[config.mk]
export PLATFORM = sky130hd
export DESIGN_NAME = fcs_fault_cond
export DESIGN_NICKNAME = d
export VERILOG_FILES = /design/src/fcs_pkg.sv /design/src/fcs_bcd_conv.sv /design/src/fcs_fault_cond.sv
export VERILOG_INCLUDE_DIRS = /design/src
export SDC_FILE = /design/constraint.sdc
export NUM_CORES = 1
export LEC_CHECK = 0
export ABC_CLOCK_PERIOD_IN_PS = 9600
export BUFFER_PORTS_ARGS = -buffer_cell sky130_fd_sc_hd__buf_2
export CAP_MARGIN = 15
export CORE_MARGIN = 2
export CORE_UTILIZATION = 45
export CTS_CLUSTER_SIZE = 25
export DETAILED_ROUTE_END_ITERATION = 10
export PLACE_DENSITY = 0.67
export RECOVER_POWER = 50
export SYNTH_ARGS = -nofsm -noshare
export SYNTH_HDL_FRONTEND = slang
export SYNTH_HIERARCHICAL = 1
export SYNTH_SLANG_ARGS = --single-unit
[constraint.sdc]
create_clock -name i_core_clk -period 9.6 [get_ports i_core_clk]
set_clock_uncertainty 0.2 [all_clocks]
set_input_delay 1.44 -clock i_core_clk [delete_from_list [all_inputs] [get_ports i_core_clk]]
set_output_delay 1.44 -clock i_core_clk [all_outputs]
set_load 0.02 [all_outputs]
[src/fcs_map.svh]
`ifndef FCS_MAP_SVH
`define FCS_MAP_SVH
// Width of the fault condition vector
`define FCS_WIDTH        16
// Reset value of the condition register
`define FCS_COND_RST     16'h0000
// Width of the decimal-digit answer (five digits cover 65535)
`define FCS_DIGITS       5
`define FCS_DIGIT_W      4
// Shift steps per conversion, one per cycle (answer valid 18 edges after the query edge)
`define FCS_CONV_CYCLES  16
`endif

[src/fcs_pkg.sv]
`include "fcs_map.svh"
package fcs_pkg;
    typedef logic [`FCS_WIDTH-1:0] fcs_vec_t;
    // Answer to a condition query: binary sum and its decimal digits
    typedef struct packed {
        logic                                   valid;
        fcs_vec_t                               value;
        logic [`FCS_DIGITS*`FCS_DIGIT_W-1:0]    bcd;
    } fcs_resp_t;
    typedef enum logic [2:0] {
        FCS_IDLE = 3'b001,
        FCS_CONV = 3'b010,
        FCS_DONE = 3'b100
    } fcs_state_t;
endpackage

[src/fcs_bcd_conv.sv]
`timescale 1ns/100ps
`default_nettype none
`include "fcs_map.svh"
// Serial binary to decimal converter, one bit per cycle (double dabble)
module fcs_bcd_conv
    import fcs_pkg::*;
(
    input  wire logic                                   i_clk,
    input  wire logic                                   i_rst_n,
    input  wire logic                                   i_start,
    input  wire fcs_vec_t                               i_bin,
    output var  logic                                   o_done,
    output var  logic [`FCS_DIGITS*`FCS_DIGIT_W-1:0]    o_bcd
);
    localparam int BW = `FCS_DIGITS*`FCS_DIGIT_W;
    typedef struct packed {
        logic           busy;
        logic           done;
        logic [4:0]     cnt;
        fcs_vec_t       sh;
        logic [BW-1:0]  bcd;
    } fcs_conv_st_t;
    fcs_conv_st_t st_ff, nxt_st;

    // Add three to every digit above four before the shift
    function automatic logic [BW-1:0] fcs_adj(input logic [BW-1:0] v);
        logic [BW-1:0] r;
        r = v;
        for (int d = 0; d < `FCS_DIGITS; d++) begin
            if (r[d*4 +: 4] > 4'h4) begin
                r[d*4 +: 4] = r[d*4 +: 4] + 4'h3;
            end
        end
        return r;
    endfunction

    // Step control and shift
    always_comb begin
        logic [BW-1:0] a;
        a = fcs_adj(st_ff.bcd);
        nxt_st = st_ff;
        nxt_st.done = 1'b0;
        if (i_start) begin
            nxt_st.busy = 1'b1;
            nxt_st.cnt = 5'h00;
            nxt_st.sh = i_bin;
            nxt_st.bcd = '0;
        end else if (st_ff.busy) begin
            nxt_st.bcd = {a[BW-2:0], st_ff.sh[`FCS_WIDTH-1]};
            nxt_st.sh = {st_ff.sh[`FCS_WIDTH-2:0], 1'b0};
            nxt_st.cnt = st_ff.cnt + 5'h01;
            if (st_ff.cnt == 5'(`FCS_CONV_CYCLES - 1)) begin
                nxt_st.busy = 1'b0;
                nxt_st.done = 1'b1;
            end
        end
    end

    always_ff @(posedge i_clk or negedge i_rst_n) begin
        if (!i_rst_n) begin
            st_ff <= '0;
        end else begin
            st_ff <= nxt_st;
        end
    end

    assign o_done = st_ff.done;
    assign o_bcd  = st_ff.bcd;
endmodule
`default_nettype wire

[src/fcs_fault_cond.sv]
`timescale 1ns/100ps
`default_nettype none
`include "fcs_map.svh"
module fcs_fault_cond
    import fcs_pkg::*;
#(
    parameter fcs_vec_t USED_MASK = 16'hFFFF
)
(
    input  wire logic       i_core_clk,
    input  wire logic       i_arst_n,
    input  wire fcs_vec_t   i_fault_cond,
    input  wire logic       i_protocol_reset,
    input  wire logic       i_query_instrument_fault_condition,
    output var  fcs_vec_t   o_cond,
    output var  logic       o_query_busy,
    output var  fcs_resp_t  o_resp
);
    // Query timing, counted in rising edges from the one that takes the query:
    //   edge 0   query taken, register snapshot into the answer, busy rises
    //   edge 1   converter loads the snapshot
    //   edge 2   first of sixteen shift steps
    //   edge 17  last shift step, converter reports done
    //   edge 18  decimal digits land and the answer strobe rises
    //   edge 19  strobe falls, busy falls, a new query may follow
    // The answer value and digits then hold until the next query is taken.

    // Limitations worth knowing:
    //   - condition inputs are taken as synchronous to the core clock; a raw
    //     asynchronous fault line needs its own synchroniser upstream
    //   - a condition that lasts less than one clock period may never show
    //   - the answer snapshot is the register at the query edge, which is the
    //     condition inputs one edge earlier
    //   - which bits exist is fixed at build time by USED_MASK

    // Reset behaviour: while the pin is low every output is low and busy is
    // clear. After release the register follows its inputs from the third
    // rising edge, and the first query may be taken on that same edge.

    // Width of the decimal answer field
    localparam int BCD_W = `FCS_DIGITS*`FCS_DIGIT_W;

    // All registered state except the reset synchroniser, which runs from the
    // raw reset and so cannot share a register with the logic it releases
    typedef struct packed {
        fcs_state_t  state; // Query sequencer
        fcs_vec_t    cond;
        logic        start; // One-cycle kick to the converter
        logic        busy;
        fcs_resp_t   resp;  // Answer held for the host
    } fcs_top_st_t;
    fcs_top_st_t      st_ff;
    fcs_top_st_t      nxt_st;

    // Reset synchroniser and the released copy that the logic uses
    logic [1:0]       rst_sync_ff;
    logic             rst_n;

    // Converter handshake
    logic             conv_done;
    logic [BCD_W-1:0] conv_bcd;

    // Query acceptance
    logic             query_take;

    // Keep only implemented bits, so an unimplemented one can never read one;
    // used by the live copy and the protocol reset path alike
    function automatic fcs_vec_t fcs_live(input fcs_vec_t raw);
        return raw & USED_MASK;
    endfunction

    // The sequencer is busy whenever it is not waiting for a query
    function automatic logic fcs_busy_of(input fcs_state_t s);
        return (s != FCS_IDLE);
    endfunction

    // Reset release through two flops. The raw reset asserts at once, but its
    // release is retimed, so no flop behind it sees the edge near the clock.
    // Cost: the block stays in reset for two edges after the pin rises.
    always_ff @(posedge i_core_clk or negedge i_arst_n) begin
        if (!i_arst_n) begin
            rst_sync_ff <= 2'b00;
        end else begin
            rst_sync_ff <= {rst_sync_ff[0], 1'b1};
        end
    end
    assign rst_n = rst_sync_ff[1];

    // A query counts only while idle. One that arrives while busy is dropped,
    // not queued; the host must watch the busy flag before asking again.
    assign query_take = i_query_instrument_fault_condition & ~st_ff.busy;

    // Condition mirror and query sequencing
    always_comb begin
        // Hold everything by default; strobes fall back to idle
        nxt_st            = st_ff;
        nxt_st.start      = 1'b0;
        nxt_st.resp.valid = 1'b0;

        // Live copy with no hold term, so a vanished condition drops next edge.
        // Nothing here looks at the query, so a read cannot disturb the bits.
        nxt_st.cond = fcs_live(i_fault_cond);

        // After a protocol reset the register holds only conditions still
        // present; since nothing is latched the live copy already is that value
        if (i_protocol_reset) begin
            nxt_st.cond = fcs_live(i_fault_cond);
        end

        // Query sequencer
        case (st_ff.state)
            FCS_IDLE: begin
                if (query_take) begin
                    // Snapshot only; the condition bits are not touched by a read
                    nxt_st.resp.value = st_ff.cond;
                    nxt_st.start      = 1'b1;
                    nxt_st.state      = FCS_CONV;
                end
            end
            FCS_CONV: begin
                // The snapshot stays put while the converter works on it
                if (conv_done) begin
                    nxt_st.resp.bcd   = conv_bcd;
                    nxt_st.resp.valid = 1'b1;
                    nxt_st.state      = FCS_DONE;
                end
            end
            FCS_DONE: begin
                // One spare cycle, so the strobe has ended before a new query
                nxt_st.state = FCS_IDLE;
            end
            default: begin
                // An illegal code heads back to idle rather than locking up
                nxt_st.state = FCS_IDLE;
            end
        endcase

        // Busy is computed from the next state, so the pin needs no decode
        nxt_st.busy = fcs_busy_of(nxt_st.state);
    end

    // State register; no path from the host writes the condition field
    always_ff @(posedge i_core_clk or negedge rst_n) begin
        if (!rst_n) begin
            st_ff.state <= FCS_IDLE;
            st_ff.cond  <= `FCS_COND_RST;
            st_ff.start <= 1'b0;
            st_ff.busy  <= 1'b0;
            st_ff.resp  <= '0;
        end else begin
            st_ff <= nxt_st;
        end
    end

    // Decimal converter; it reads the held snapshot, never the live bits
    fcs_bcd_conv u_conv (
        .i_clk   (i_core_clk),
        .i_rst_n (rst_n),
        .i_start (st_ff.start),
        .i_bin   (st_ff.resp.value),
        .o_done  (conv_done),
        .o_bcd   (conv_bcd)
    );

    // Every output is a flop; no logic stands between register and pin
    assign o_cond       = st_ff.cond;
    assign o_query_busy = st_ff.busy;
    assign o_resp       = st_ff.resp;
endmodule
`default_nettype wire

# Yosys cells after proc, flatten, opt, wreduce, memory -nomap -nowiden
# Index checks and enable logic that the tools add are counted.
# Widths: inputs -> output; s select.
dict set report classes {
  addsub 6
  magnitude_cmp 5
  n_eq_ne 4
  n_mux 17
  bitwise_logic 2
  n_reduce_logical 3
}
# op count
set op_table {}
lappend op_table {{$mux 43} 1}
lappend op_table {{$mux 41} 1}
lappend op_table {{$gt 4x3->1 const B} 5}
lappend op_table {{$add 4x2->4 const B} 4}
lappend op_table {{$mux 4} 4}
lappend op_table {{$mux 3} 3}
lappend op_table {{$mux 1} 6}
lappend op_table {{$pmux 3 s2} 1}
lappend op_table {{$add 5x1->5 const B} 1}
lappend op_table {{$eq 5x4->1 const B} 1}
lappend op_table {{$reduce_and 2->1} 2}
lappend op_table {{$add 3x2->3 const B} 1}
lappend op_table {{$eq 3x1->1 const B} 1}
lappend op_table {{$eq 3x2->1 const B} 1}
lappend op_table {{$ne 3x1->1 const B} 1}
lappend op_table {{$mux 2} 1}
lappend op_table {{$reduce_bool 2->1} 1}
lappend op_table {{$and 1x1->1} 1}
lappend op_table {{$not 1->1} 1}
dict set report totals {
  register_bits 103
  input_bits 20
  output_inout_bits 54
  wordCells 50
}

# Logic depth before layout (Yosys ltp)
dict set report depth {
  depth_word 5
  depth_mapped 5
  mapped_depth_nobuf 5
}

# Modules after synthesis
# The synthesis kept the hierarchy.
# module instances cells_per_inst area_per_inst_um2 seq_area_each_um2
set by_module_without_submodules {}
lappend by_module_without_submodules {fcs_fault_cond 1 163 2516.2 1502.7}
lappend by_module_without_submodules {fcs_bcd_conv 1 251 2423.6 1076.0}

# Worst setup path after synthesis
# OpenSTA, ideal clock, no wires.
dict set report synth_timing {
  path_kind {input to register}
  start {in i_query_instrument_fault_condition}
  end {reg st_ff, in the netlist o_resp[20]}
  setup_ns 0.125
  t_arrival_ns 2.127
  t_required_ns 9.275
  setup_slack_ns 7.149
  stages 3
  n_path_buf 1
  path_cell_list {and4b_2 buf_6 mux2_2}
}
dict set report synth_via {
  elab_chain_len 2
}
# element line_no
set synth_rtl {}
lappend synth_rtl {{from (decl)} fcs_fault_cond.sv:14} ;# input wire logic i_query_instrument_fault_condition,
lappend synth_rtl {{$and 1x1->1} fcs_fault_cond.sv:91} ;# assign query_take = i_query_instrument_fault_condition & ~st_ff.busy;
lappend synth_rtl {{$reduce_and 2->1 (no source line)} -}
lappend synth_rtl {{to (signal assigned)} fcs_fault_cond.sv:151} ;# st_ff <= nxt_st;
lappend synth_rtl {{to (decl)} fcs_fault_cond.sv:52} ;# fcs_top_st_t st_ff;
# Every way passes these cells.
# A chain may end at the register's enable or synchronous reset.

==> impl_summary.md <==
Synthesis
Synthesis produced a netlist with a net count of 441. The number of instances in the synthesized netlist is 414. Summing the sequential cell areas from Yosys gives 52.20% of the chip area. The dominant cell type by area after synthesis is sky130_fd_sc_hd__dfrtp_1. In this run, synthesis inferred 0 flip-flops with an integrated enable. The share of synthesized area in the top cell type comes to 51.67%.

In this run, synthesis produced a sequential element count of 103. Ranked by total cell area, the synthesized netlist is headed by sky130_fd_sc_hd__dfrtp_1 52%, sky130_fd_sc_hd__buf_4 12%, sky130_fd_sc_hd__mux2_4 5.8%. In this run the cell area of the synthesized design comes to 4940 µm². The number of warnings reported in the yosys synthesis log is 6.

The fraction of synthesis flops using an asynchronous set or reset pin is 100.0%. For this run, the leading register cell type out of synthesis is sky130_fd_sc_hd__dfrtp_1. The average cell area after synthesis is 11.93 µm². Yosys mapped the design onto 48 distinct sky130hd cell types.

Finish
After routing the design area is 4903 µm². The sequential standard cell area is 2580 µm². The net total in the final layout is 437. The layout overhead on the synthesized area is -0.7346%. The filler cell count in the final layout is 1,041. The number of antenna diodes in the final layout is 0. The most common cell after layout, fill and taps aside is sky130_fd_sc_hd__dfrtp_1. Cells with a size suffix above 1 make up 29.88% of the layout. The library cells used most frequently in the layout, excluding fill and tap cells, are 101 x sky130_fd_sc_hd__dfrtp_1, 71 x sky130_fd_sc_hd__buf_2, 30 x sky130_fd_sc_hd__nand2_1. The multi-input combinational cells in the finished layout cover a total of 1506 µm².

Timing
The relative slew slack is -109.5%. The tightest hold path in the finished design has a slack of 0.1645 ns. The highest clock frequency the design can meet is 219.0 MHz. The transition time at the pin with the least slew margin is 3.142 ns. The total setup violations reported at the end of the flow is 0. The setup slack of the critical path after layout is 5.033 ns.

The final count of pins violating max slew is 138. Setup repair after global routing left no endpoint under its margin. The accumulated negative setup slack is 0 ns. The hold violation count in the final report is 0. The portion of the clock cycle consumed by the worst path in the final layout is 47.57%. The time the final worst path needs with I/O delays and setup is 4.567 ns.

Worst setup path
The number of cells on the worst reg-to-reg path is 1. The worst setup path category is reg -> async. In this run the critical register-to-register path is captured at u_conv/st_ff[35]. Data on the critical path is required at its endpoint by 9.16 ns. The kind of end point of the critical path is an async pin. STA classifies the critical path startpoint as a flop. The top fanout value on the critical path is 61. The slowest cell on the critical path is sky130_fd_sc_hd__clkbuf_1. Across all register-to-register paths, the minimum setup slack is 5.03 ns. The cell family with the largest share of critical-path delay is buffers and inverters. The number of buffers and inverters on the critical path is 1.

The signal arrival time at the worst endpoint is 4.13 ns. In this design, the stage delay of the slowest critical-path cell is 2.29 ns. The worst register-to-register path begins at rst_sync_ff[1]. Walking the worst path, the cells encountered are clkbuf_1.

Floorplanning
In this run the core area contains 38 standard-cell rows. The initial core utilization is 45.77%. The total core area is 10,790 µm². During I/O placement, the number of pins put on the boundary was 74. The floorplan die area is 11,830 µm². The height of the die is 108.8 µm. In this run the horizontal extent of the chip is 108.8 µm.

Routing
The count of nets left with antenna violations once routing finished came out at 0. The count of routing violations after the opening detailed-route iteration is 90. The detailed-route wire length per cell is 13.45 µm. The first detailed-routing pass ran for 4 iterations. In the routed design, unresolved DRC markers number 0. In the routed layout, each cell is associated on average with a via count of 4.894. The total wirelength of the detailed-routed design is 7.463 mm. The total number of vias is 2,716.

Clock network
The tree is rooted in a sky130_fd_sc_hd__clkbuf_8. The count of clock tree sinks is 103. In this run, post-CTS repair resized a total of 0 instances. The source-to-sink clock delay at the later pin of the worst-skew pair is 0.35 ns.

In this run, CTS created clock tree buffers numbering 9. The number of setup buffers added after CTS is 0. The cts-stage hold buffer count is 0.

The clock passes through at most 2 buffers. The total number of H-tree levels is 3. The CTS tree is built. The clock transition time at the flip-flop clock pins of the worst setup and hold paths is 0.10 ns.

Placed design
The wire-length estimate of the detail-placed layout is 4.944 mm. The congestion estimate from routability-driven global placement came to 0.7000. The placed cell area is 4812 µm².

In this run the tool buffered the top-level ports with 72 buffer cells. The pre-CTS setup slack is 6.766 ns.

Hold path
Along the worst hold path, the cell count comes to 0. The worst hold endpoint is rst_sync_ff[1]. The path category of the worst min-delay check is reg -> reg.

The launch instance of the worst min-delay path is rst_sync_ff[0].

Status
The flow ran to the end, but the final reports show violations. The final reports fail on max-capacitance violations, max-slew violations.

Run
Across the run, the number of max-cap violations was 3.

Power and ir drop
The total power consumption of the routed design is 1.448 mW. The worst-case IR drop observed on VDD is 120.7 µV. In this run the static leakage power is 2.393 nW.

The power density over the cells is 295.2 nW/µm².

Global routing
The number of antenna violations at the first check in global routing is 0. The pin count of the biggest net entering global routing is 65. The number of global-route vias before repair is 2,828. The total routing usage reported by global routing is 13.57%. The wire length of the first global-routing pass is 12.79 mm.

The overall overflow remaining after global route is 0.
==> synthesized netlist by cell type (2+ instances only) <==
cell / n
sky130_fd_sc_hd__buf_6: 3
sky130_fd_sc_hd__nor3_1: 7
sky130_fd_sc_hd__buf_4: 77
sky130_fd_sc_hd__o311ai_1: 2
sky130_fd_sc_hd__a21o_1: 4
sky130_fd_sc_hd__nor2_1: 17
sky130_fd_sc_hd__a311o_1: 3
sky130_fd_sc_hd__a311oi_2: 4
sky130_fd_sc_hd__nand3_1: 8
sky130_fd_sc_hd__a21oi_1: 6
sky130_fd_sc_hd__buf_12: 2
sky130_fd_sc_hd__dfrtp_1: 102
sky130_fd_sc_hd__inv_1: 18
sky130_fd_sc_hd__o21ai_0: 20
sky130_fd_sc_hd__mux2_2: 17
sky130_fd_sc_hd__or3_1: 4
sky130_fd_sc_hd__a311oi_1: 3
sky130_fd_sc_hd__nand2b_1: 4
sky130_fd_sc_hd__mux2_4: 19
sky130_fd_sc_hd__o211ai_1: 2
sky130_fd_sc_hd__mux2i_1: 17
sky130_fd_sc_hd__buf_2: 8
sky130_fd_sc_hd__ha_1: 7
sky130_fd_sc_hd__xor2_1: 2
sky130_fd_sc_hd__a2111oi_2: 4
sky130_fd_sc_hd__o21ai_1: 3
sky130_fd_sc_hd__nand2_1: 30
==> per-layer routing <==
metal | share of wire (%) | up-vias | track usage (%)
met4 | 0.64 | 0 | 4.762
met2 | 48 | 61 | 23.04
met5 | 0 | - | 0
met3 | 3.8 | 4 | 2.750
met1 | 47 | 1320 | 17.29
li1 | - | 1331 | -
==> power by group <==
part | switching (mW) | internal, mW | total [mW]
logic | 0.273 | 0.227 | 0.500
clock network | 0.147 | 0.122 | 0.270
registers | 0.112 | 0.566 | 0.678
==> registers in the layout, summed over array words and instances (netlist names) <==
| name | flops |
|---|---|
| u_conv/st_ff | 22 |
| st_ff | 4 |
| o_resp | 37 |
| rst_sync_ff | 2 |
| o_query_busy | 1 |
| u_conv/o_done | 1 |
| o_cond | 16 |
| u_conv/o_bcd | 20 |
==> cell type report <==
type                    instances  share of cell area (%)
flip-flops and latches        103                   52.62
inverters                      19                   1.454
clock buffers                  10                   2.603
well taps                     140                   3.572
repair buffers                 75                   7.630
clock inverters                 6                   1.403
multi-input cells             202                   30.72
==> cell families (layout without fill, tap and decap cells) <==
kind of cell	count (synthesis)	count (layout)	synth area share, %
flops	103	103	52.20
buf+inv	109	110	15.45
xor+xnor	3	3	0.5320
fa+ha+maj	7	7	1.773
simple gates	82	82	8.232
other cells	1	1	0.07591
compound gates	56	56	8.638
mux	53	53	13.10
==> worst max-delay path by stage <==
stage / slack [ns] / startpoint / to / depth (start not counted)
after floorplan: 6.32 / rst_sync_ff[1] / o_cond[0] / 0
after global placement: 6.80 / i_query_instrument_fault_condition / o_resp[20] / 3
after detailed placement: 6.77 / i_query_instrument_fault_condition / o_resp[31] / 3
after CTS: 6.99 / o_resp[31] / o_resp[31] / 1
after global routing: 4.06 / rst_sync_ff[1] / o_resp[2] / 1
final: 5.03 / rst_sync_ff[1] / u_conv/st_ff[35] / 1
==> per-stage QoR <==
step           utilization (%)  instances
2_1_floorplan                -        414
3_3_place_gp             44.59        539
3_5_place_dp             44.59        539
4_1_cts                  46.41        555
5_1_grt                  45.43        555
6_report                 45.43        555
Power figures use the tool's default switching activity.
